$ cat config.mk
export PLATFORM = sky130hd
export DESIGN_NAME = slm_top
export DESIGN_NICKNAME = d
export VERILOG_FILES = /design/src/hdl/slm_pkg.sv /design/src/hdl/slm_filt_if.sv /design/src/hdl/slm_ir_filter.sv /design/src/hdl/slm_top.sv
export SDC_FILE = /design/constraint.sdc
export NUM_CORES = 1
export LEC_CHECK = 0
export ABC_AREA = 1
export BUFFER_PORTS_ARGS = -buffer_cell sky130_fd_sc_hd__buf_2
export CORE_UTILIZATION = 25
export DETAILED_ROUTE_END_ITERATION = 10
export PLACE_DENSITY = 0.37
export SLEW_MARGIN = 5
export SYNTH_ARGS = -nofsm -noshare
export SYNTH_HDL_FRONTEND = slang
export SYNTH_HIERARCHICAL = 1
export SYNTH_SLANG_ARGS = --single-unit
$ cat constraint.sdc
create_clock -name clk -period 3.4 [get_ports clk]
set_input_delay 0.17 -clock clk [delete_from_list [all_inputs] [get_ports clk]]
set_output_delay 0.17 -clock clk [all_outputs]
set_load 0.01 [all_outputs]
$ cat src/hdl/slm_pkg.sv
package slm_pkg;

  localparam int unsigned ADDR_W = 8;
  localparam int unsigned DATA_W = 32;

  // Byte addresses of the registers.
  localparam logic [7:0] OFS_COMMAND = 8'h00;
  localparam logic [7:0] OFS_MODE    = 8'h04;
  localparam logic [7:0] OFS_STATUS  = 8'h14;
  localparam logic [7:0] OFS_RATIO   = 8'h40;
  localparam logic [7:0] OFS_FILTER  = 8'h4C;
  localparam logic [7:0] OFS_BITLEN  = 8'h50;

  // Command register bits.
  localparam int unsigned CMD_DTR_ON  = 16;
  localparam int unsigned CMD_DTR_OFF = 17;
  localparam int unsigned CMD_RTS_ON  = 18;
  localparam int unsigned CMD_RTS_OFF = 19;

  // Mode register fields.
  localparam int unsigned MODE_LSB   = 0;
  localparam int unsigned MODE_W     = 4;
  localparam int unsigned CHANNEL_MODE_FIELD_LSB = 14;
  localparam int unsigned CHANNEL_MODE_FIELD_W   = 2;

  // Status register fields: four change flags, then four live levels.
  localparam int unsigned STAT_FLAG_LSB  = 16;
  localparam int unsigned STAT_LEVEL_LSB = 20;

  localparam int unsigned RATIO_W     = 11;
  localparam int unsigned FILT_W      = 8;
  localparam int unsigned BITLEN_W    = 16;
  localparam logic [10:0] RATIO_RESET = 11'h174;
  localparam logic [7:0]  FILT_RESET  = 8'h00;
  localparam logic [15:0] BITLEN_RESET = 16'h0010;

  localparam logic [3:0] MODE_NORMAL    = 4'h0;
  localparam logic [3:0] MODE_LINE_DRV  = 4'h1;
  localparam logic [3:0] MODE_HANDSHAKE = 4'h2;
  localparam logic [3:0] MODE_MODEM     = 4'h3;
  localparam logic [3:0] MODE_INFRARED  = 4'h8;

  typedef enum logic [1:0] {
    CH_NORMAL = 2'h0,
    CH_ECHO   = 2'h1,
    CH_LOCAL  = 2'h2,
    CH_REMOTE = 2'h3
  } slm_channel_mode_field_e;

  // Modem input order inside the flag and level fields.
  localparam int unsigned IN_RI  = 0;
  localparam int unsigned IN_DSR = 1;
  localparam int unsigned IN_DCD = 2;
  localparam int unsigned IN_CTS = 3;
  localparam int unsigned N_IN   = 4;

endpackage : slm_pkg

$ cat src/hdl/slm_filt_if.sv
`timescale 1ns/1ns
`default_nettype none
interface slm_filt_if;
  import slm_pkg::*;
  logic                enable;
  logic [FILT_W-1:0]   reload;
  logic [BITLEN_W-1:0] bit_len;
  logic                rxd;
  logic                demod;
  modport owner (output enable, output reload, output bit_len, output rxd, input demod);
  modport filter (input enable, input reload, input bit_len, input rxd, output demod);
endinterface : slm_filt_if
`default_nettype wire

$ cat src/hdl/slm_ir_filter.sv
`timescale 1ns/1ns
`default_nettype none
module slm_ir_filter (
  // Clocking.
  input wire logic clk,
  input wire logic nrst,
  input wire logic ce,
  // Filter link.
  slm_filt_if.filter f
);
  import slm_pkg::*;

  typedef enum logic [2:0] {
    ST_IDLE  = 3'b001,
    ST_COUNT = 3'b010,
    ST_FORCE = 3'b100
  } slm_filt_e;

  slm_filt_e           state_q;
  logic [FILT_W-1:0]   cnt_q;
  logic [BITLEN_W-1:0] force_q;
  logic                rxd_prev_q;
  logic                fall;
  logic                rise;

  assign fall = rxd_prev_q & ~f.rxd;
  assign rise = ~rxd_prev_q & f.rxd;

  always_ff @(posedge clk or negedge nrst) begin
    if (!nrst) begin
      rxd_prev_q <= 1'b1;
    end else if (ce) begin
      rxd_prev_q <= f.rxd;
    end
  end

  always_ff @(posedge clk or negedge nrst) begin
    if (!nrst) begin
      state_q <= ST_IDLE;
      cnt_q   <= FILT_RESET;
      force_q <= '0;
    end else if (ce) begin
      if (!f.enable) begin
        state_q <= ST_IDLE;
        cnt_q   <= f.reload;
      end else begin
        case (state_q)
          ST_IDLE: begin
            cnt_q <= f.reload;
            if (fall) begin
              state_q <= ST_COUNT;
            end
          end
          ST_COUNT: begin
            if (rise) begin
              state_q <= ST_IDLE;
              cnt_q   <= f.reload;
            end else if (cnt_q == '0) begin
              state_q <= ST_FORCE;
              force_q <= f.bit_len;
              cnt_q   <= f.reload;
            end else begin
              cnt_q <= cnt_q - 1'b1;
            end
          end
          ST_FORCE: begin
            if (force_q <= BITLEN_W'(1)) begin
              state_q <= ST_IDLE;
            end else begin
              force_q <= force_q - 1'b1;
            end
          end
          default: begin
            state_q <= ST_IDLE;
          end
        endcase
      end
    end
  end

  // The receiver sees low only while a valid pulse stretches to one bit.
  assign f.demod = (state_q != ST_FORCE);

endmodule : slm_ir_filter
`default_nettype wire

$ cat src/hdl/slm_top.sv
// Overview of operation
// - Infrared filter uses 8-bit reloadable down counter.
// - Receive falling edge starts per-clock countdown.
// - Rising edge stops counter and reloads it.
// - Count reaching zero forces receiver low one bit.
// - Mode value 0x1 selects line-driver mode.
// - Line-driver RTS pin follows transmitter empty level.
// - Line-driver RTS stays low through timeguard.
// - Mode value 0x3 selects modem mode.
// - Modem mode drives DTR, RTS, watches inputs.
// - Disable commands drive high, enable commands low.
// - Modem input changes set individual status flags.
// - Reading channel status clears change flags.
// - Inactive CTS disables transmitter after current character.
// - Normal: pin to receiver, transmitter to pin.
// - Echo: receive pin copied to transmit pin.
// - Local loopback: transmitter feeds receiver, pin high.
// - Remote loopback: pins joined, transmitter, receiver off.
// - Mode value 0x8 selects infrared demodulation.
// - Channel mode field encodes normal mode and three test modes.
//
// The address map and the address-and-strobe port were left to the implementer.
`timescale 1ns/1ns
`default_nettype none
module slm_top (
  // Clocking.
  input  wire logic                       clk,
  input  wire logic                       nrst,
  input  wire logic                       ce,
  // Register port.
  input  wire logic [slm_pkg::ADDR_W-1:0] reg_addr,
  input  wire logic [slm_pkg::DATA_W-1:0] reg_wdata,
  input  wire logic                       reg_wr,
  input  wire logic                       reg_rd,
  output logic      [slm_pkg::DATA_W-1:0] reg_rdata,
  // Core transceiver side.
  input  wire logic                       core_txd,
  input  wire logic                       core_tx_empty,
  input  wire logic                       core_tx_busy,
  output logic                            core_rxd,
  output logic                            core_tx_allow,
  output logic                            core_rx_allow,
  // Line pins.
  input  wire logic                       rxd_pin,
  output logic                            txd_pin,
  output logic                            rts_n,
  output logic                            dtr_n,
  input  wire logic                       dsr_n,
  input  wire logic                       dcd_n,
  input  wire logic                       cts_n,
  input  wire logic                       ri_n
);
  import slm_pkg::*;

  logic [MODE_W-1:0]   mode_q;
  slm_channel_mode_field_e         channel_mode_field_q;
  logic [RATIO_W-1:0]  ratio_q;
  logic [FILT_W-1:0]   filt_q;
  logic [BITLEN_W-1:0] bitlen_q;
  logic                rts_cmd_q;
  logic                dtr_cmd_q;
  logic [N_IN-1:0]     sync1_q;
  logic [N_IN-1:0]     sync2_q;
  logic [N_IN-1:0]     last_q;
  logic [N_IN-1:0]     flag_q;
  logic [N_IN-1:0]     change;
  logic                stat_rd;
  logic                rx_src;
  logic                hs_mode;

  slm_filt_if filt ();

  assign filt.enable  = (mode_q == MODE_INFRARED);
  assign filt.reload  = filt_q;
  assign filt.bit_len = bitlen_q;
  assign filt.rxd     = rxd_pin;

  slm_ir_filter u_filter (
    .clk  (clk),
    .nrst (nrst),
    .ce   (ce),
    .f    (filt.filter)
  );

  // Configuration registers.
  always_ff @(posedge clk or negedge nrst) begin
    if (!nrst) begin
      mode_q   <= MODE_NORMAL;
      channel_mode_field_q <= CH_NORMAL;
      ratio_q  <= RATIO_RESET;
      filt_q   <= FILT_RESET;
      bitlen_q <= BITLEN_RESET;
    end else if (ce && reg_wr) begin
      case (reg_addr)
        OFS_MODE: begin
          mode_q   <= reg_wdata[MODE_LSB +: MODE_W];
          channel_mode_field_q <= slm_channel_mode_field_e'(reg_wdata[CHANNEL_MODE_FIELD_LSB +: CHANNEL_MODE_FIELD_W]);
        end
        OFS_RATIO: begin
          ratio_q <= reg_wdata[RATIO_W-1:0];
        end
        OFS_FILTER: begin
          filt_q <= reg_wdata[FILT_W-1:0];
        end
        OFS_BITLEN: begin
          bitlen_q <= reg_wdata[BITLEN_W-1:0];
        end
        default: begin
        end
      endcase
    end
  end

  // Command bits; when both of a pair are set the disable wins, leaving the line inactive.
  always_ff @(posedge clk or negedge nrst) begin
    if (!nrst) begin
      rts_cmd_q <= 1'b1;
      dtr_cmd_q <= 1'b1;
    end else if (ce && reg_wr && reg_addr == OFS_COMMAND) begin
      if (reg_wdata[CMD_RTS_OFF]) begin
        rts_cmd_q <= 1'b1;
      end else if (reg_wdata[CMD_RTS_ON]) begin
        rts_cmd_q <= 1'b0;
      end
      if (reg_wdata[CMD_DTR_OFF]) begin
        dtr_cmd_q <= 1'b1;
      end else if (reg_wdata[CMD_DTR_ON]) begin
        dtr_cmd_q <= 1'b0;
      end
    end
  end

  // Two-stage synchronizer, then a third stage held for change detection.
  always_ff @(posedge clk or negedge nrst) begin
    if (!nrst) begin
      sync1_q <= '1;
      sync2_q <= '1;
      last_q  <= '1;
    end else if (ce) begin
      sync1_q <= {cts_n, dcd_n, dsr_n, ri_n};
      sync2_q <= sync1_q;
      last_q  <= sync2_q;
    end
  end

  assign change  = sync2_q ^ last_q;
  assign stat_rd = reg_rd && (reg_addr == OFS_STATUS);

  // A change arriving with the clearing read is kept.
  always_ff @(posedge clk or negedge nrst) begin
    if (!nrst) begin
      flag_q <= '0;
    end else if (ce) begin
      flag_q <= (stat_rd ? '0 : flag_q) | change;
    end
  end

  // Read data stands only in the cycle after the strobe.
  always_ff @(posedge clk or negedge nrst) begin
    if (!nrst) begin
      reg_rdata <= '0;
    end else if (ce) begin
      reg_rdata <= '0;
      if (reg_rd) begin
        case (reg_addr)
          OFS_MODE: begin
            reg_rdata[MODE_LSB +: MODE_W]     <= mode_q;
            reg_rdata[CHANNEL_MODE_FIELD_LSB +: CHANNEL_MODE_FIELD_W] <= channel_mode_field_q;
          end
          OFS_STATUS: begin
            reg_rdata[STAT_FLAG_LSB +: N_IN]  <= flag_q;
            reg_rdata[STAT_LEVEL_LSB +: N_IN] <= sync2_q;
          end
          OFS_RATIO: begin
            reg_rdata[RATIO_W-1:0] <= ratio_q;
          end
          OFS_FILTER: begin
            reg_rdata[FILT_W-1:0] <= filt_q;
          end
          OFS_BITLEN: begin
            reg_rdata[BITLEN_W-1:0] <= bitlen_q;
          end
          default: begin
          end
        endcase
      end
    end
  end

  // Modem outputs; the transmitter-empty input already spans the timeguard.
  always_ff @(posedge clk or negedge nrst) begin
    if (!nrst) begin
      rts_n <= 1'b1;
      dtr_n <= 1'b1;
    end else if (ce) begin
      dtr_n <= dtr_cmd_q;
      if (mode_q == MODE_LINE_DRV) begin
        rts_n <= core_tx_empty;
      end else begin
        rts_n <= rts_cmd_q;
      end
    end
  end

  assign hs_mode = (mode_q == MODE_MODEM) || (mode_q == MODE_HANDSHAKE);

  // Transmit permission; on inactive CTS a character in flight finishes before it drops, remote loopback drops it at once.
  always_ff @(posedge clk or negedge nrst) begin
    if (!nrst) begin
      core_tx_allow <= 1'b1;
    end else if (ce) begin
      if (channel_mode_field_q == CH_REMOTE) begin
        core_tx_allow <= 1'b0;
      end else if (!hs_mode || !sync2_q[IN_CTS]) begin
        core_tx_allow <= 1'b1;
      end else if (!core_tx_busy) begin
        core_tx_allow <= 1'b0;
      end
    end
  end

  always_comb begin
    if (channel_mode_field_q == CH_LOCAL) begin
      rx_src = core_txd;
    end else if (mode_q == MODE_INFRARED) begin
      rx_src = filt.demod;
    end else begin
      rx_src = rxd_pin;
    end
  end

  // Pin routing follows the channel mode one clock after it is written.
  always_ff @(posedge clk or negedge nrst) begin
    if (!nrst) begin
      txd_pin       <= 1'b1;
      core_rxd      <= 1'b1;
      core_rx_allow <= 1'b1;
    end else if (ce) begin
      core_rxd      <= rx_src;
      core_rx_allow <= (channel_mode_field_q != CH_REMOTE);
      case (channel_mode_field_q)
        CH_NORMAL: txd_pin <= core_txd;
        CH_ECHO:   txd_pin <= rxd_pin;
        CH_LOCAL:  txd_pin <= 1'b1;
        CH_REMOTE: txd_pin <= rxd_pin;
        default:   txd_pin <= 1'b1;
      endcase
    end
  end

endmodule : slm_top
`default_nettype wire

# Word level (Yosys, flattened, before mapping)
# Index checks and enable logic that the tools add are counted.
[word_totals]
ff_bits = 117
latchBits = 0
mem_bits_rw = 0
rom_bits = 0
in_bits = 53
out_inout_bits = 38
elab_cells = 113
mem_count = 0
[op_classes]
add_sub_neg = 2
n_mul = 0
div = 0
magnitude_cmp = 1
n_eq_ne = 25
shift = 0
muxes = 33
bitwise = 6
n_reduce_logical = 24
[op_table]
columns = ["cell", "count"]
rows = [
  ["$mux 16", 3],
  ["$mux 8", 4],
  ["$pmux 16 s2", 1],
  ["$eq 8x7->1 const B", 3],
  ["$mux 24", 1],
  ["$mux 3", 6],
  ["$le 16x1->1 const B", 1],
  ["$logic_not 8->1", 2],
  ["$pmux 4 s4", 1],
  ["$pmux 8 s2", 1],
  ["$reduce_and 2->1", 8],
  ["$sub 16x1->16 const B", 1],
  ["$ne 3x3->1 const B", 4],
  ["$pmux 4 s3", 1],
  ["$mux 1", 10],
  ["$pmux 3 s3", 1],
  ["$eq 4x2->1 const B", 2],
  ["$eq 8x3->1 const B", 1],
  ["$eq 8x5->1 const B", 1],
  ["$sub 8x1->8 const B", 1],
  ["$ne 2x2->1 const B", 3],
  ["$pmux 3 s2", 1],
  ["$reduce_and 6->1", 1],
  ["$reduce_bool 2->1", 3],
  ["23 further kinds", 30],
]

# Depth between registers and ports, before layout
# Gate-level depths: netlist (run 1).
[logic_depth]
depth_word = 6
depth_mapped = 12
ltp_nobuf = 11

# Hierarchy
# The synthesis (run 1) kept the hierarchy.
[modules_own_cells]
columns = ["mod", "instances", "cells_per_inst", "area_each_um2", "seq_area_each_um2"]
rows = [
  ["slm_top", 1, 480, 4172.8, 2259.7],
  ["slm_ir_filter", 1, 321, 2042.0, 703.2],
]

# Worst setup path before layout (run 1)
# OpenSTA, ideal clock, no wires.
[synth_timing]
path_kind = "register -> register"
start = "reg u_filter.force_q[0]"
end = "reg u_filter.force_q[14]"
setup_ns = 0.116
t_arrival_ns = 1.470
required_time_ns = 3.284
path_slack_ns = 1.813
stages_incl_launch_ff = 12
n_path_buf = 1
synth_period_minus_slack_ns = 1.587
cell_sequence = "dfrtp_1 inv_1 ha_1 nand2_2 nor2_2 nand2_1 nand3_2 nand2_4 nand2_4 buf_6 nand2_1 nand2_1"
[synth_via]
elab_chain_len = 3
elab_cells_between_ends = 6
classes_between = "add/sub: 1; order compare: 1; eq/ne: 1; mux: 2; reduce/logical: 1"
[synth_lines]
columns = ["element", "line", "source"]
rows = [
  ["from (decl)", "slm_ir_filter.sv:21", "logic [BITLEN_W-1:0] force_q;"],
  ["from (signal assigned)", "slm_ir_filter.sv:60", "force_q <= f.bit_len;"],
  ["from (signal assigned)", "slm_ir_filter.sv:70", "force_q <= force_q - 1'b1;"],
  ["$sub 16x1->16 or $le 16x1->1 (tied branches)", "slm_ir_filter.sv:70, slm_ir_filter.sv:67", ""],
  ["$mux 16 or $ne 2x2->1 (tied branches)", "n/a", ""],
  ["$pmux 16 s2 or $reduce_and 6->1 (tied branches)", "n/a", ""],
]
# Several ways; a longest one is shown, not always the timed one. The select of a mux whose other input is x is not followed.
# A chain may end at the register's enable or synchronous reset.

# Worst setup path in the final report (run 1)
[layout_timing]
start = "reg mode_q[1]"
end = "reg u_filter.state_q[1]"
[layout_via]
elab_chain_len = 3
elab_cells_between_ends = 6
classes_between = "eq/ne: 4; mux: 1; reduce/logical: 1"
[layout_lines]
columns = ["element", "line", "source"]
rows = [
  ["from (decl)", "slm_top.sv:55", "logic [MODE_W-1:0] mode_q;"],
  ["from (signal assigned)", "slm_top.sv:96", "mode_q <= reg_wdata[MODE_LSB +: MODE_W];"],
  ["$eq 4x4->1 *", "slm_top.sv:73", "assign filt.enable = (mode_q == MODE_INFRARED);"],
  ["net filt.enable", "slm_filt_if.sv:5", "logic enable;"],
  ["$ne 4x4->1 (no line) or $ne 3x3->1 (tied branches)", "n/a", ""],
  ["$reduce_and 4->1 (no line)", "n/a", ""],
  ["to (signal assigned)", "slm_ir_filter.sv:59", "state_q <= ST_FORCE;"],
  ["to (signal assigned)", "slm_ir_filter.sv:68", "state_q <= ST_IDLE;"],
  ["to (signal assigned)", "slm_ir_filter.sv:74", "state_q <= ST_IDLE;"],
  ["to (decl)", "slm_ir_filter.sv:19", "slm_filt_e state_q;"],
]
# The timed path passes the listed nets; every way through them passes the cells marked *.

==> flow_results.xml, run 1 <==
<?xml version="1.0" encoding="UTF-8"?>
<metrics>
  <group name="critical_path">
    <metric name="setup.worst_path.end_class" unit="">register</metric>
    <metric name="critPathLaunchType" unit="">register</metric>
    <metric name="worstPathArrival" unit="ns">2.43</metric>
    <metric name="crit_family" unit="">simple AND/OR/NAND/NOR gates</metric>
    <metric name="critical_path.startpoint" unit="">mode_q[1]</metric>
    <metric name="critical_path_class" unit="">reg2reg</metric>
    <metric name="crit_path_max_incr_delay" unit="ns">0.41</metric>
    <metric name="critical_path.reg2reg.startpoint" unit="">mode_q[1]</metric>
    <metric name="crit_chain" unit="">inv_1, nand4_1, inv_1, nand2_1, nor2_1, nand2_2, inv_2, nor2_1, nand2_1, nand2_1, nand2_1</metric>
    <metric name="crit_fanout" unit="">11</metric>
    <metric name="worstPathBufferInverterCount" unit="">3</metric>
    <metric name="slowest_stage_cell_on_the_critical_path" unit="">sky130_fd_sc_hd__dfrtp_1</metric>
    <metric name="critPathRequiredTime" unit="ns">3.76</metric>
    <metric name="ff2ff_path_depth" unit="">11</metric>
    <metric name="path_depth" unit="">11</metric>
    <metric name="worst_path_most_repeated_cell" unit="">sky130_fd_sc_hd__nand2_1</metric>
  </group>
  <group name="synth">
    <metric name="synth_seq_area_share" unit="">0.477</metric>
    <metric name="synth_edf_count" unit="">0</metric>
    <metric name="ys_seq_elements" unit="">117</metric>
    <metric name="synthCells" unit="">801</metric>
    <metric name="synth_area" unit="µm²">6210</metric>
    <metric name="post_synth_num_cell_types" unit="">42</metric>
    <metric name="ys.flop_type" unit="">sky130_fd_sc_hd__dfrtp_1</metric>
    <metric name="synth.avg_cell_area" unit="µm²">7.76</metric>
    <metric name="asyncSetResetFlopFracSynth" unit="">1.00</metric>
    <metric name="ys.warnings.count" unit="">6</metric>
  </group>
  <group name="power_and_ir_drop">
    <metric name="cellPowerDensity" unit="nW/µm²">473</metric>
    <metric name="p_leak" unit="nW">3.83</metric>
    <metric name="total_power" unit="mW">3.56</metric>
    <metric name="max-vdd-ir-drop" unit="µV">280</metric>
  </group>
  <group name="detailed_routing">
    <metric name="final_antenna_net_count" unit="">0</metric>
    <metric name="firstDrtPassIters" unit="">5</metric>
    <metric name="via_count" unit="">5255</metric>
    <metric name="top_layer" unit="">met4</metric>
    <metric name="detail_route.iter0.violations" unit="">308</metric>
    <metric name="wl_met2" unit="µm">7690</metric>
    <metric name="drt_drc_violations_left" unit="">0</metric>
    <metric name="route.detailed.vias_per_inst" unit="">4.32</metric>
    <metric name="drt-wirelength-per-cell" unit="µm">14.4</metric>
    <metric name="routed_wirelength" unit="µm">17500</metric>
    <metric name="wirelength_met1" unit="µm">9090</metric>
    <metric name="met3_length" unit="µm">539</metric>
  </group>
  <group name="cells_and_area">
    <metric name="mostFrequentLayoutCells" unit="">sky130_fd_sc_hd__nand2_1 (284), sky130_fd_sc_hd__dfrtp_1 (89), sky130_fd_sc_hd__nand3_1 (79)</metric>
    <metric name="syn2layout_area_growth" unit="%">20.9</metric>
    <metric name="layout_cells_sized_above_1" unit="">0.220</metric>
    <metric name="n_antenna_cell" unit="">0</metric>
    <metric name="num-nets-final" unit="">936</metric>
    <metric name="final_area" unit="µm²">7510</metric>
    <metric name="most_frequent_standard_cell_in_the_layout_excluding_fill_and_tap_cells" unit="">sky130_fd_sc_hd__nand2_1</metric>
  </group>
  <group name="timing">
    <metric name="final_max_slew_viol_count" unit="">0</metric>
    <metric name="worst-slew-pin-transition" unit="ns">0.632</metric>
    <metric name="finalHoldViolCount" unit="">0</metric>
    <metric name="grt_setup_unrepaired" unit="">no</metric>
    <metric name="slew-limit-headroom" unit="">0.578</metric>
    <metric name="fin_tns_setup" unit="ns">0</metric>
    <metric name="final-setup-viol-count" unit="">0</metric>
    <metric name="finalClockSkew" unit="ns">0.00875</metric>
    <metric name="max_freq" unit="MHz">484</metric>
    <metric name="hold_ws" unit="ns">0.0297</metric>
    <metric name="finalWorstPathRequiredPeriod" unit="ns">2.07</metric>
    <metric name="timing.final.crit_share" unit="">0.608</metric>
  </group>
  <group name="worst_hold_path">
    <metric name="min_from" unit="">core_txd</metric>
    <metric name="hold_depth" unit="">3</metric>
    <metric name="hold_path.class" unit="">in2reg</metric>
  </group>
  <group name="run">
    <metric name="drv.max_cap_violation_count" unit="">0</metric>
  </group>
  <group name="cts">
    <metric name="post_cts_hold_buffer_count" unit="">10</metric>
    <metric name="cts.repair_timing.setup_buffer_count" unit="">0</metric>
    <metric name="clkSlewWorstSetupHoldPaths" unit="ns">0.06</metric>
    <metric name="cts_num_sinks" unit="">117</metric>
    <metric name="cts_htree_levels" unit="">4</metric>
    <metric name="clock-root-buffer" unit="">sky130_fd_sc_hd__clkbuf_16</metric>
    <metric name="tritoncts.num_buffers" unit="">17</metric>
    <metric name="tritoncts" unit="">done</metric>
    <metric name="post_cts.resized_instances" unit="">0</metric>
    <metric name="clock_insertion_delay_worst_skew" unit="ns">0.42</metric>
    <metric name="cts.path.max_buffers" unit="">2</metric>
  </group>
  <group name="die">
    <metric name="rows" unit="">57</metric>
    <metric name="design.die.area" unit="µm²">25500</metric>
    <metric name="chipHeight" unit="µm">160</metric>
    <metric name="placeable_core_area" unit="µm²">24300</metric>
    <metric name="count_of_pins_on_the_block_boundary" unit="">91</metric>
    <metric name="dieWidth" unit="µm">160</metric>
    <metric name="initial_utilization" unit="">0.256</metric>
  </group>
  <group name="place">
    <metric name="port_buffers" unit="">70</metric>
    <metric name="place.gp.congestion" unit="">0.749</metric>
    <metric name="dpl_cell_area" unit="µm²">6820</metric>
    <metric name="dpl.hpwl" unit="µm">12400</metric>
  </group>
  <group name="global_routing">
    <metric name="overflow" unit="">0</metric>
    <metric name="track_usage" unit="">0.148</metric>
    <metric name="grt_max_degree" unit="">81</metric>
    <metric name="grt_first_pass_wirelength" unit="µm">29200</metric>
    <metric name="grt_antenna_before_repair" unit="">0</metric>
    <metric name="vias_in_the_first_global_route" unit="">5275</metric>
  </group>
  <group name="outcome">
    <metric name="run_status" unit="">complete, no violations</metric>
  </group>
</metrics>
layout make-up:
type / instances / area (µm²)
fill: 2629 / 16800
timing repair buffer: 84 / 495
tap: 324 / 405
clock inverter: 15 / 170
clock buffer: 17 / 425
multi-input combinational: 575 / 2740
inverter: 84 / 317
sequential: 117 / 2960
cell usage after synthesis, types with 7 or more instances:
cell / instances / area [µm²]
sky130_fd_sc_hd__nand2_2: 8 / 50.1
sky130_fd_sc_hd__nand2_1: 284 / 1070
sky130_fd_sc_hd__o21ai_2: 18 / 158
sky130_fd_sc_hd__nor2_1: 48 / 180
sky130_fd_sc_hd__nand3_1: 79 / 395
sky130_fd_sc_hd__dfrtp_1: 89 / 2230
sky130_fd_sc_hd__o21ai_0: 28 / 140
sky130_fd_sc_hd__buf_6: 7 / 78.8
sky130_fd_sc_hd__inv_2: 13 / 48.8
sky130_fd_sc_hd__a21oi_1: 11 / 55.1
sky130_fd_sc_hd__buf_4: 11 / 82.6
sky130_fd_sc_hd__buf_2: 7 / 35.0
sky130_fd_sc_hd__o21ai_1: 40 / 200
sky130_fd_sc_hd__dfstp_2: 28 / 736
sky130_fd_sc_hd__inv_1: 69 / 259
per-stage QoR:
stage	utilization	cells	setup slack [ns]
final	0.309	1216	1.33
after global routing	0.309	1216	1.05
after CTS	0.309	1216	1.25
after detailed placement	0.280	1174	1.27
after global placement	0.280	1174	1.28
after floorplan	-	808	1.81
layer usage:
layer	global-route usage	up-vias
li1	-	2706
met1	0.216	2455
met2	0.220	80
met3	0.0257	14
met4	0.0472	0
met5	0	-
worst paths after layout:
path                                  endpoint  slack [ns]
setup / recovery           u_filter/state_q[1]        1.33
max in group asynchronous           sync2_q[3]        2.26
hold / removal                         txd_pin        0.03
setup reg to reg           u_filter/state_q[1]        1.33
min in group asynchronous    u_filter/cnt_q[7]        0.27
hold reg to reg                          dtr_n        0.46
where the power goes:
| group | switching, mW | leakage, nW | internal (mW) |
|---|---|---|---|
| registers | 0.0283 | 1.51 | 1.45 |
| logic | 0.162 | 2.04 | 0.0781 |
| clock network | 0.739 | 0.282 | 1.10 |
kinds of logic after synthesis:
family / after synthesis / share of synthesized area
AOI/OAI and AO/OA: 111 / 0.106
buffers and inverters: 116 / 0.0868
DFF: 117 / 0.477
and+or+nand+nor: 449 / 0.318
adders and majority gates: 4 / 0.00805
other: 1 / 0.000603
xor gates and xnor gates: 3 / 0.00423
registers in the layout, indices dropped and copies added (netlist names), 2 cells and up:
signal                count
reg_rdata                24
bitlen_q                 16
u_filter/force_q         16
ratio_q                  11
filt.reload               8
u_filter/cnt_q            8
flag_q                    4
last_q                    4
mode_q                    4
sync1_q                   4
sync2_q                   4
u_filter/state_q          3
channel_mode_field_q      2
worst register-to-register path, stage by stage (launching register included):
cell and delay, ns:
sky130_fd_sc_hd__dfrtp_1 0.41, sky130_fd_sc_hd__inv_1 0.10, sky130_fd_sc_hd__nand4_1 0.25, sky130_fd_sc_hd__inv_1 0.23, sky130_fd_sc_hd__nand2_1 0.11, sky130_fd_sc_hd__nor2_1 0.16
sky130_fd_sc_hd__nand2_2 0.17, sky130_fd_sc_hd__inv_2 0.21, sky130_fd_sc_hd__nor2_1 0.12, sky130_fd_sc_hd__nand2_1 0.12, sky130_fd_sc_hd__nand2_1 0.06, sky130_fd_sc_hd__nand2_1 0.06
Power figures use the tool's default switching activity.
==> inputs of run 2 (changes only) <==
--- a/config.mk
+++ b/config.mk
@@ -5,11 +5,11 @@
 export SDC_FILE = /design/constraint.sdc
 export NUM_CORES = 1
 export LEC_CHECK = 0
-export ABC_AREA = 1
+export ABC_AREA = 0
 export BUFFER_PORTS_ARGS = -buffer_cell sky130_fd_sc_hd__buf_2
 export CORE_UTILIZATION = 25
 export DETAILED_ROUTE_END_ITERATION = 10
-export PLACE_DENSITY = 0.37
+export PLACE_DENSITY = 0.39
 export SLEW_MARGIN = 5
 export SYNTH_ARGS = -nofsm -noshare
 export SYNTH_HDL_FRONTEND = slang
==> constraint.sdc (replaced) <==
create_clock -name clk -period 1.65 [get_ports clk]
set_input_delay 0.0825 -clock clk [delete_from_list [all_inputs] [get_ports clk]]
set_output_delay 0.0825 -clock clk [all_outputs]
set_load 0.01 [all_outputs]
==> flow_results.xml, run 2 <==
<?xml version="1.0" encoding="UTF-8"?>
<metrics>
  <group name="timing">
    <metric name="finalClockSkew" unit="ns">0.00816</metric>
    <metric name="slew-limit-headroom" unit="">0.641</metric>
    <metric name="max_freq" unit="MHz">460</metric>
    <metric name="grt_setup_unrepaired" unit="">yes</metric>
    <metric name="worst_slack" unit="ns">-0.523</metric>
    <metric name="finalHoldViolCount" unit="">0</metric>
    <metric name="final-setup-viol-count" unit="">27</metric>
    <metric name="timing.final.crit_share" unit="">1.32</metric>
    <metric name="fin_tns_setup" unit="ns">-11.50</metric>
    <metric name="finalWorstPathRequiredPeriod" unit="ns">2.17</metric>
    <metric name="worst-slew-pin-transition" unit="ns">0.537</metric>
    <metric name="final_max_slew_viol_count" unit="">0</metric>
  </group>
  <group name="detailed_routing">
    <metric name="route.detailed.vias_per_inst" unit="">4.70</metric>
    <metric name="routed_wirelength" unit="µm">17300</metric>
    <metric name="drt_drc_violations_left" unit="">0</metric>
    <metric name="drt-wirelength-per-cell" unit="µm">16.9</metric>
    <metric name="via_count" unit="">4818</metric>
    <metric name="detail_route.iter0.violations" unit="">163</metric>
    <metric name="firstDrtPassIters" unit="">4</metric>
    <metric name="final_antenna_net_count" unit="">0</metric>
  </group>
  <group name="die">
    <metric name="count_of_pins_on_the_block_boundary" unit="">91</metric>
    <metric name="initial_utilization" unit="">0.257</metric>
    <metric name="placeable_core_area" unit="µm²">22800</metric>
    <metric name="rows" unit="">55</metric>
    <metric name="dieWidth" unit="µm">155</metric>
    <metric name="design.die.area" unit="µm²">24100</metric>
    <metric name="chipHeight" unit="µm">155</metric>
  </group>
  <group name="power_and_ir_drop">
    <metric name="max-vdd-ir-drop" unit="µV">644</metric>
    <metric name="switching_share" unit="">0.259</metric>
    <metric name="cellPowerDensity" unit="nW/µm²">862</metric>
    <metric name="total_power" unit="mW">7.33</metric>
    <metric name="combinational_fraction_of_design_power" unit="">0.088</metric>
    <metric name="cellInternalPower" unit="mW">5.43</metric>
    <metric name="sequentialPowerShare" unit="">0.423</metric>
    <metric name="netSwitchingPower" unit="mW">1.90</metric>
    <metric name="share_clk_of_total_power" unit="">0.489</metric>
    <metric name="p_leak" unit="nW">3.75</metric>
  </group>
  <group name="synth">
    <metric name="synth_edf_count" unit="">0</metric>
    <metric name="post_synth_num_cell_types" unit="">71</metric>
    <metric name="synth_top_cell_by_area" unit="">sky130_fd_sc_hd__dfrtp_1</metric>
    <metric name="ys_seq_elements" unit="">117</metric>
    <metric name="synthCells" unit="">503</metric>
    <metric name="synth_seq_area_share" unit="">0.504</metric>
    <metric name="synth_most_common_cell" unit="">sky130_fd_sc_hd__dfrtp_1</metric>
    <metric name="synthDominantCellAreaShare" unit="">0.379</metric>
    <metric name="ys_top_cells_by_count" unit="">sky130_fd_sc_hd__dfrtp_1 (89), sky130_fd_sc_hd__mux2_2 (57), sky130_fd_sc_hd__o21ai_0 (31)</metric>
    <metric name="ys.flop_type" unit="">sky130_fd_sc_hd__dfrtp_1</metric>
    <metric name="synth.avg_cell_area" unit="µm²">11.7</metric>
    <metric name="ys_top_cells_by_area" unit="">sky130_fd_sc_hd__dfrtp_1 (38%), sky130_fd_sc_hd__dfstp_2 (13%), sky130_fd_sc_hd__mux2_2 (11%), sky130_fd_sc_hd__o21ai_0 (2.6%), sky130_fd_sc_hd__a22o_1 (2.4%)</metric>
    <metric name="synth_area" unit="µm²">5870</metric>
    <metric name="ys.warnings.count" unit="">6</metric>
    <metric name="asyncSetResetFlopFracSynth" unit="">1.00</metric>
  </group>
  <group name="place">
    <metric name="place.gp.congestion" unit="">0.799</metric>
    <metric name="dpl.hpwl" unit="µm">12500</metric>
    <metric name="dpl_worst_slack" unit="ns">-0.596</metric>
    <metric name="port_buffers" unit="">70</metric>
  </group>
  <group name="critical_path">
    <metric name="critical_path.startpoint" unit="">u_filter/force_q[9]</metric>
    <metric name="crit_chain" unit="">or3_4, or4_4, o311ai_4, buf_6, a21oi_4, buf_6, mux2i_1</metric>
    <metric name="worstPathArrival" unit="ns">2.47</metric>
    <metric name="critical_path_class" unit="">reg2reg</metric>
    <metric name="worstPathBufferInverterCount" unit="">2</metric>
    <metric name="setup.worst_path.end_class" unit="">register</metric>
    <metric name="worst_path_most_repeated_cell" unit="">sky130_fd_sc_hd__buf_6</metric>
    <metric name="critPathRequiredTime" unit="ns">1.95</metric>
    <metric name="crit_path_max_incr_delay" unit="ns">0.53</metric>
    <metric name="slowest_stage_cell_on_the_critical_path" unit="">sky130_fd_sc_hd__or4_4</metric>
    <metric name="r2r_setup_slack" unit="ns">-0.52</metric>
    <metric name="crit_fanout" unit="">6</metric>
    <metric name="crit_family" unit="">simple AND/OR/NAND/NOR gates</metric>
    <metric name="critPathLaunchType" unit="">register</metric>
    <metric name="critical_path.reg2reg.startpoint" unit="">u_filter/force_q[9]</metric>
  </group>
  <group name="outcome">
    <metric name="run_status" unit="">complete, but fails checks</metric>
    <metric name="failed_checks" unit="">setup timing</metric>
  </group>
  <group name="cts">
    <metric name="clock_insertion_delay_worst_skew" unit="ns">0.42</metric>
    <metric name="tritoncts.num_buffers" unit="">17</metric>
    <metric name="clock-root-buffer" unit="">sky130_fd_sc_hd__clkbuf_16</metric>
    <metric name="cts_num_sinks" unit="">117</metric>
    <metric name="cts.path.max_buffers" unit="">2</metric>
    <metric name="tritoncts" unit="">done</metric>
    <metric name="cts_htree_levels" unit="">4</metric>
    <metric name="clkSlewWorstSetupHoldPaths" unit="ns">0.06</metric>
  </group>
  <group name="cells_and_area">
    <metric name="largest-register" unit="">reg_rdata</metric>
    <metric name="syn2layout_area_growth" unit="%">44.8</metric>
    <metric name="num-nets-final" unit="">757</metric>
    <metric name="largest_register_ff_count" unit="">24</metric>
    <metric name="layout_cells_sized_above_1" unit="">0.508</metric>
    <metric name="mostFrequentLayoutCells" unit="">sky130_fd_sc_hd__dfrtp_1 (88), sky130_fd_sc_hd__buf_4 (88), sky130_fd_sc_hd__buf_2 (69)</metric>
    <metric name="fill_count" unit="">2309</metric>
    <metric name="n_antenna_cell" unit="">0</metric>
    <metric name="post-route-util" unit="">0.372</metric>
    <metric name="reg.largest.list" unit="">reg_rdata: 24 flops, bitlen_q: 16 flops, u_filter/force_q: 16 flops</metric>
  </group>
  <group name="global_routing">
    <metric name="track_usage" unit="">0.153</metric>
    <metric name="grt_max_degree" unit="">77</metric>
    <metric name="vias_in_the_first_global_route" unit="">5204</metric>
    <metric name="grt_antenna_before_repair" unit="">0</metric>
    <metric name="overflow" unit="">0</metric>
    <metric name="grt_first_pass_wirelength" unit="µm">28400</metric>
  </group>
  <group name="worst_hold_path">
    <metric name="min_from" unit="">core_txd</metric>
    <metric name="hold_path.class" unit="">in2reg</metric>
  </group>
  <group name="run">
    <metric name="drv.max_cap_violation_count" unit="">0</metric>
  </group>
</metrics>
-- run 2: cell families (layout without fill, tap and decap cells) --
kind of cell,after synthesis,in the layout,synth area share
adders and majority gates,4,4,0.00852
muxes,71,71,0.133
xor gates and xnor gates,5,5,0.00745
DFF,117,117,0.504
buffers and inverters,43,245,0.0396
AOI/OAI and AO/OA,140,140,0.177
other,1,8,0.000638
and+or+nand+nor,122,123,0.129
-- run 2: power groups by stage --
stage	sequential [mW]	clock (mW)	combinational, mW
global route	3.11	3.83	0.713
global placement	3.14	0	0.568
finish	3.10	3.58	0.647
floorplan	3.13	0	0.302
CTS	3.10	3.67	0.641
detailed placement	3.15	0	0.577
-- run 2: routing by layer --
metal | global-route usage | part of all wire | up-vias
met2 | 0.261 | 0.49 | 87
li1 | - | - | 2289
met3 | 0.0306 | 0.031 | 21
met5 | 0 | 0 | -
met4 | 0.0481 | 0.014 | 0
met1 | 0.194 | 0.47 | 2421
-- run 2: path summary, 6_finish.rpt --
path                                             to  cells past startpoint
worst max-delay path            u_filter/force_q[1]                      7
worst min-delay path                       core_rxd                      4
worst max register to register  u_filter/force_q[1]                      7
worst min register to register         reg_rdata[4]                      1
max in group asynchronous                  core_rxd                      3
min in group asynchronous         u_filter/cnt_q[5]                      3
-- run 2: area by class of cell --
class	instances	area, µm²	area share
flip-flops and latches	117	2960	0.349
inverters	10	45.0	0.00530
multi-input cells	351	3000	0.353
well taps	313	392	0.0460
clock inverters	15	143	0.0168
clock buffers	17	425	0.0500
repair buffers	203	1540	0.181
-- run 2: per-stage QoR --
| stage | hold slack [ns] | instance area [µm²] | instances |
|---|---|---|---|
| final | 0.0531 | 8500 | 1026 |
| after global routing | 0.0800 | 8500 | 1026 |
| after CTS | 0.0455 | 8390 | 1023 |
| after detailed placement | 0.0898 | 7270 | 950 |
| after global placement | 0.0895 | 7270 | 950 |
| after floorplan | -0.213 | 6000 | 510 |
-- run 2: what timing repair did --
item,CTS,global route
endpoints found under the setup margin,28,28
endpoints found under the hold margin,147,0
pin swaps,17,18
setup buffers,13,6
cloned,1,0
gates resized for setup,40,25
hold buffers,27,0
-- run 2: tightest hold or removal path, stage by stage --
cell	delay (ns)
sky130_fd_sc_hd__buf_2	0.09
sky130_fd_sc_hd__nor2_1	0.05
sky130_fd_sc_hd__a21oi_2	0.08
sky130_fd_sc_hd__mux2_2	0.14
==> inputs of run 3 (changes only) <==
--- a/config.mk
+++ b/config.mk
@@ -9,7 +9,7 @@
 export BUFFER_PORTS_ARGS = -buffer_cell sky130_fd_sc_hd__buf_2
 export CORE_UTILIZATION = 25
 export DETAILED_ROUTE_END_ITERATION = 10
-export PLACE_DENSITY = 0.39
+export PLACE_DENSITY = 0.54
 export SLEW_MARGIN = 5
 export SYNTH_ARGS = -nofsm -noshare
 export SYNTH_HDL_FRONTEND = slang
==> flow_results.xml, run 3 (synthesis results as in run 2) <==
<?xml version="1.0" encoding="UTF-8"?>
<metrics>
  <group name="outcome">
    <metric name="run_status" unit="">complete, but fails checks</metric>
    <metric name="failed_checks" unit="">setup timing</metric>
  </group>
  <group name="worst_hold_path">
    <metric name="hold_depth" unit="">2</metric>
    <metric name="hold_path.class" unit="">in2reg</metric>
    <metric name="min_delay_worst_endpoint" unit="">u_filter/rxd_prev_q</metric>
    <metric name="min_from" unit="">rxd_pin</metric>
  </group>
  <group name="cells_and_area">
    <metric name="layout_cells_sized_above_1" unit="">0.494</metric>
    <metric name="largest-register" unit="">reg_rdata</metric>
    <metric name="syn2layout_area_growth" unit="%">44.7</metric>
    <metric name="reg.largest.list" unit="">reg_rdata: 24 flops, bitlen_q: 16 flops, u_filter/force_q: 16 flops</metric>
    <metric name="finalNonFillerCells" unit="">1021</metric>
    <metric name="most_frequent_standard_cell_in_the_layout_excluding_fill_and_tap_cells" unit="">sky130_fd_sc_hd__dfrtp_1</metric>
    <metric name="fill_count" unit="">2278</metric>
    <metric name="n_antenna_cell" unit="">0</metric>
    <metric name="mostFrequentLayoutCells" unit="">sky130_fd_sc_hd__dfrtp_1 (89), sky130_fd_sc_hd__buf_4 (85), sky130_fd_sc_hd__buf_2 (69)</metric>
    <metric name="largest_register_ff_count" unit="">24</metric>
    <metric name="num-nets-final" unit="">752</metric>
  </group>
  <group name="cts">
    <metric name="cts_htree_levels" unit="">4</metric>
    <metric name="cts.path.max_buffers" unit="">2</metric>
    <metric name="tritoncts" unit="">done</metric>
    <metric name="clock-root-buffer" unit="">sky130_fd_sc_hd__clkbuf_16</metric>
    <metric name="cts_num_sinks" unit="">117</metric>
    <metric name="clkSlewWorstSetupHoldPaths" unit="ns">0.06</metric>
    <metric name="tritoncts.num_buffers" unit="">17</metric>
    <metric name="clock_insertion_delay_worst_skew" unit="ns">0.42</metric>
  </group>
  <group name="critical_path">
    <metric name="worstPathArrival" unit="ns">2.48</metric>
    <metric name="slowest_stage_cell_on_the_critical_path" unit="">sky130_fd_sc_hd__or4_4</metric>
    <metric name="crit_fanout" unit="">6</metric>
    <metric name="critical_path_class" unit="">reg2reg</metric>
    <metric name="setup.worst_path.end_class" unit="">register</metric>
    <metric name="crit_chain" unit="">or3_1, or4_4, o311ai_4, buf_6, buf_6, a21oi_1, a2bb2oi_2</metric>
    <metric name="critPathLaunchType" unit="">register</metric>
    <metric name="critical_path.reg2reg.startpoint" unit="">u_filter/force_q[8]</metric>
    <metric name="worst_path_most_repeated_cell" unit="">sky130_fd_sc_hd__buf_6</metric>
    <metric name="crit-reg2reg-capture" unit="">u_filter/force_q[8]</metric>
    <metric name="crit_path_max_incr_delay" unit="ns">0.53</metric>
    <metric name="critPathRequiredTime" unit="ns">1.94</metric>
    <metric name="r2r_setup_slack" unit="ns">-0.54</metric>
    <metric name="ff2ff_path_depth" unit="">7</metric>
  </group>
  <group name="detailed_routing">
    <metric name="drt-wirelength-per-cell" unit="µm">16.1</metric>
    <metric name="route.detailed.vias_per_inst" unit="">4.69</metric>
    <metric name="via_count" unit="">4789</metric>
    <metric name="firstDrtPassIters" unit="">4</metric>
    <metric name="final_antenna_net_count" unit="">0</metric>
    <metric name="drt_drc_violations_left" unit="">0</metric>
    <metric name="detail_route.iter0.violations" unit="">178</metric>
    <metric name="routed_wirelength" unit="µm">16400</metric>
  </group>
  <group name="global_routing">
    <metric name="grt_max_degree" unit="">118</metric>
    <metric name="track_usage" unit="">0.141</metric>
    <metric name="vias_in_the_first_global_route" unit="">4916</metric>
    <metric name="grt_antenna_before_repair" unit="">0</metric>
    <metric name="grt_first_pass_wirelength" unit="µm">26200</metric>
    <metric name="overflow" unit="">0</metric>
  </group>
  <group name="die">
    <metric name="placeable_core_area" unit="µm²">22800</metric>
    <metric name="rows" unit="">55</metric>
    <metric name="dieWidth" unit="µm">155</metric>
    <metric name="count_of_pins_on_the_block_boundary" unit="">91</metric>
    <metric name="initial_utilization" unit="">0.257</metric>
    <metric name="chipHeight" unit="µm">155</metric>
    <metric name="design.die.area" unit="µm²">24100</metric>
  </group>
  <group name="power_and_ir_drop">
    <metric name="share_clk_of_total_power" unit="">0.499</metric>
    <metric name="max-vdd-ir-drop" unit="µV">670</metric>
    <metric name="combinational_fraction_of_design_power" unit="">0.086</metric>
    <metric name="p_leak" unit="nW">3.74</metric>
    <metric name="netSwitchingPower" unit="mW">1.76</metric>
    <metric name="cellInternalPower" unit="mW">5.70</metric>
    <metric name="cellPowerDensity" unit="nW/µm²">877</metric>
    <metric name="switching_share" unit="">0.236</metric>
    <metric name="total_power" unit="mW">7.46</metric>
    <metric name="sequentialPowerShare" unit="">0.415</metric>
  </group>
  <group name="timing">
    <metric name="final_max_slew_viol_count" unit="">0</metric>
    <metric name="max_freq" unit="MHz">457</metric>
    <metric name="worst-slew-pin-transition" unit="ns">0.645</metric>
    <metric name="fin_tns_setup" unit="ns">-11.21</metric>
    <metric name="timing.final.crit_share" unit="">1.33</metric>
    <metric name="worst_slack" unit="ns">-0.539</metric>
    <metric name="finalHoldViolCount" unit="">0</metric>
    <metric name="slew-limit-headroom" unit="">0.570</metric>
    <metric name="finalClockSkew" unit="ns">0.00901</metric>
    <metric name="final-setup-viol-count" unit="">27</metric>
    <metric name="finalWorstPathRequiredPeriod" unit="ns">2.19</metric>
    <metric name="grt_setup_unrepaired" unit="">yes</metric>
  </group>
  <group name="place">
    <metric name="dpl.hpwl" unit="µm">11500</metric>
    <metric name="port_buffers" unit="">70</metric>
    <metric name="dp.cells" unit="">950</metric>
    <metric name="place.gp.congestion" unit="">0.810</metric>
    <metric name="dpl_worst_slack" unit="ns">-0.568</metric>
  </group>
  <group name="run">
    <metric name="drv.max_cap_violation_count" unit="">0</metric>
  </group>
</metrics>
[run 3: cell types whose count changed in the layout (fill, tap and decap cells not counted), moves of 3 or more]
cell                        delta
sky130_fd_sc_hd__a21oi_2       -6
sky130_fd_sc_hd__inv_6         -6
sky130_fd_sc_hd__a21oi_1       +5
sky130_fd_sc_hd__a2bb2oi_1     -4
sky130_fd_sc_hd__a2bb2oi_2     +4
sky130_fd_sc_hd__buf_4         -3
sky130_fd_sc_hd__buf_6         -3
sky130_fd_sc_hd__clkbuf_1      +3
[run 3: how the worst max path moves through the flow]
stage                               startpoint                  end  slack, ns
final                      u_filter/force_q[8]  u_filter/force_q[8]      -0.54
after global routing       u_filter/force_q[8]  u_filter/force_q[8]      -0.61
after CTS                 u_filter/force_q[13]  u_filter/state_q[2]      -0.56
after detailed placement  u_filter/force_q[10]  u_filter/force_q[9]      -0.57
after global placement    u_filter/force_q[10]  u_filter/force_q[9]      -0.55
after floorplan           u_filter/force_q[10]  u_filter/state_q[2]      -0.48
[run 3: critical path: cells and delay by family (launching register included)]
kind	cells	cell delay, ns
and+or+nand+nor	2	0.92
buffers and inverters	2	0.27
AOI/OAI and AO/OA	3	0.50
DFF	1	0.37
[run 3: cell type report]
cell class              instances  area [µm²]  share of cell area
clock buffers                  20         437              0.0514
clock inverters                12         155              0.0183
inverters                      10        37.5             0.00442
multi-input cells             351        3010               0.354
flip-flops and latches        117        2960               0.349
well taps                     313         392              0.0461
repair buffers                198        1510               0.177
[run 3: stage by stage]
step	util	area, µm²	hold WS [ns]
finish	0.372	8500	0.0530
global route	0.372	8500	0.0645
CTS	0.361	8250	0.0238
detailed placement	0.318	7270	0.231
global placement	0.318	7270	0.246
floorplan	-	6000	-0.213
[run 3: metal layers]
layer | share of wire | global-route usage | wire length, µm | vias to the layer above
li1 | - | - | - | 2276
met3 | 0.035 | 0.0292 | 569 | 19
met1 | 0.46 | 0.183 | 7590 | 2402
met5 | 0 | 0 | 0 | -
met2 | 0.48 | 0.228 | 7900 | 92
met4 | 0.021 | 0.0570 | 341 | 0
[run 3: timing repair]
| item | in CTS | in global routing |
|---|---|---|
| buffers inserted | 11 | 3 |
| endpoints found under the hold margin | 138 | 0 |
| pin swaps | 14 | 21 |
| hold buffers | 27 | 0 |
| resized for setup | 12 | 43 |
| endpoints found under the setup margin | 28 | 28 |
| gates cloned | 0 | 1 |
[run 3: power groups by stage]
stage          Combinational [mW]  Clock [mW]  Sequential, mW
2_1_floorplan               0.302           0            3.13
3_3_place_gp                0.560           0            3.14
3_5_place_dp                0.562           0            3.14
4_1_cts                     0.619        3.78            3.10
5_1_grt                     0.702        3.92            3.11
6_report                    0.640        3.72            3.10
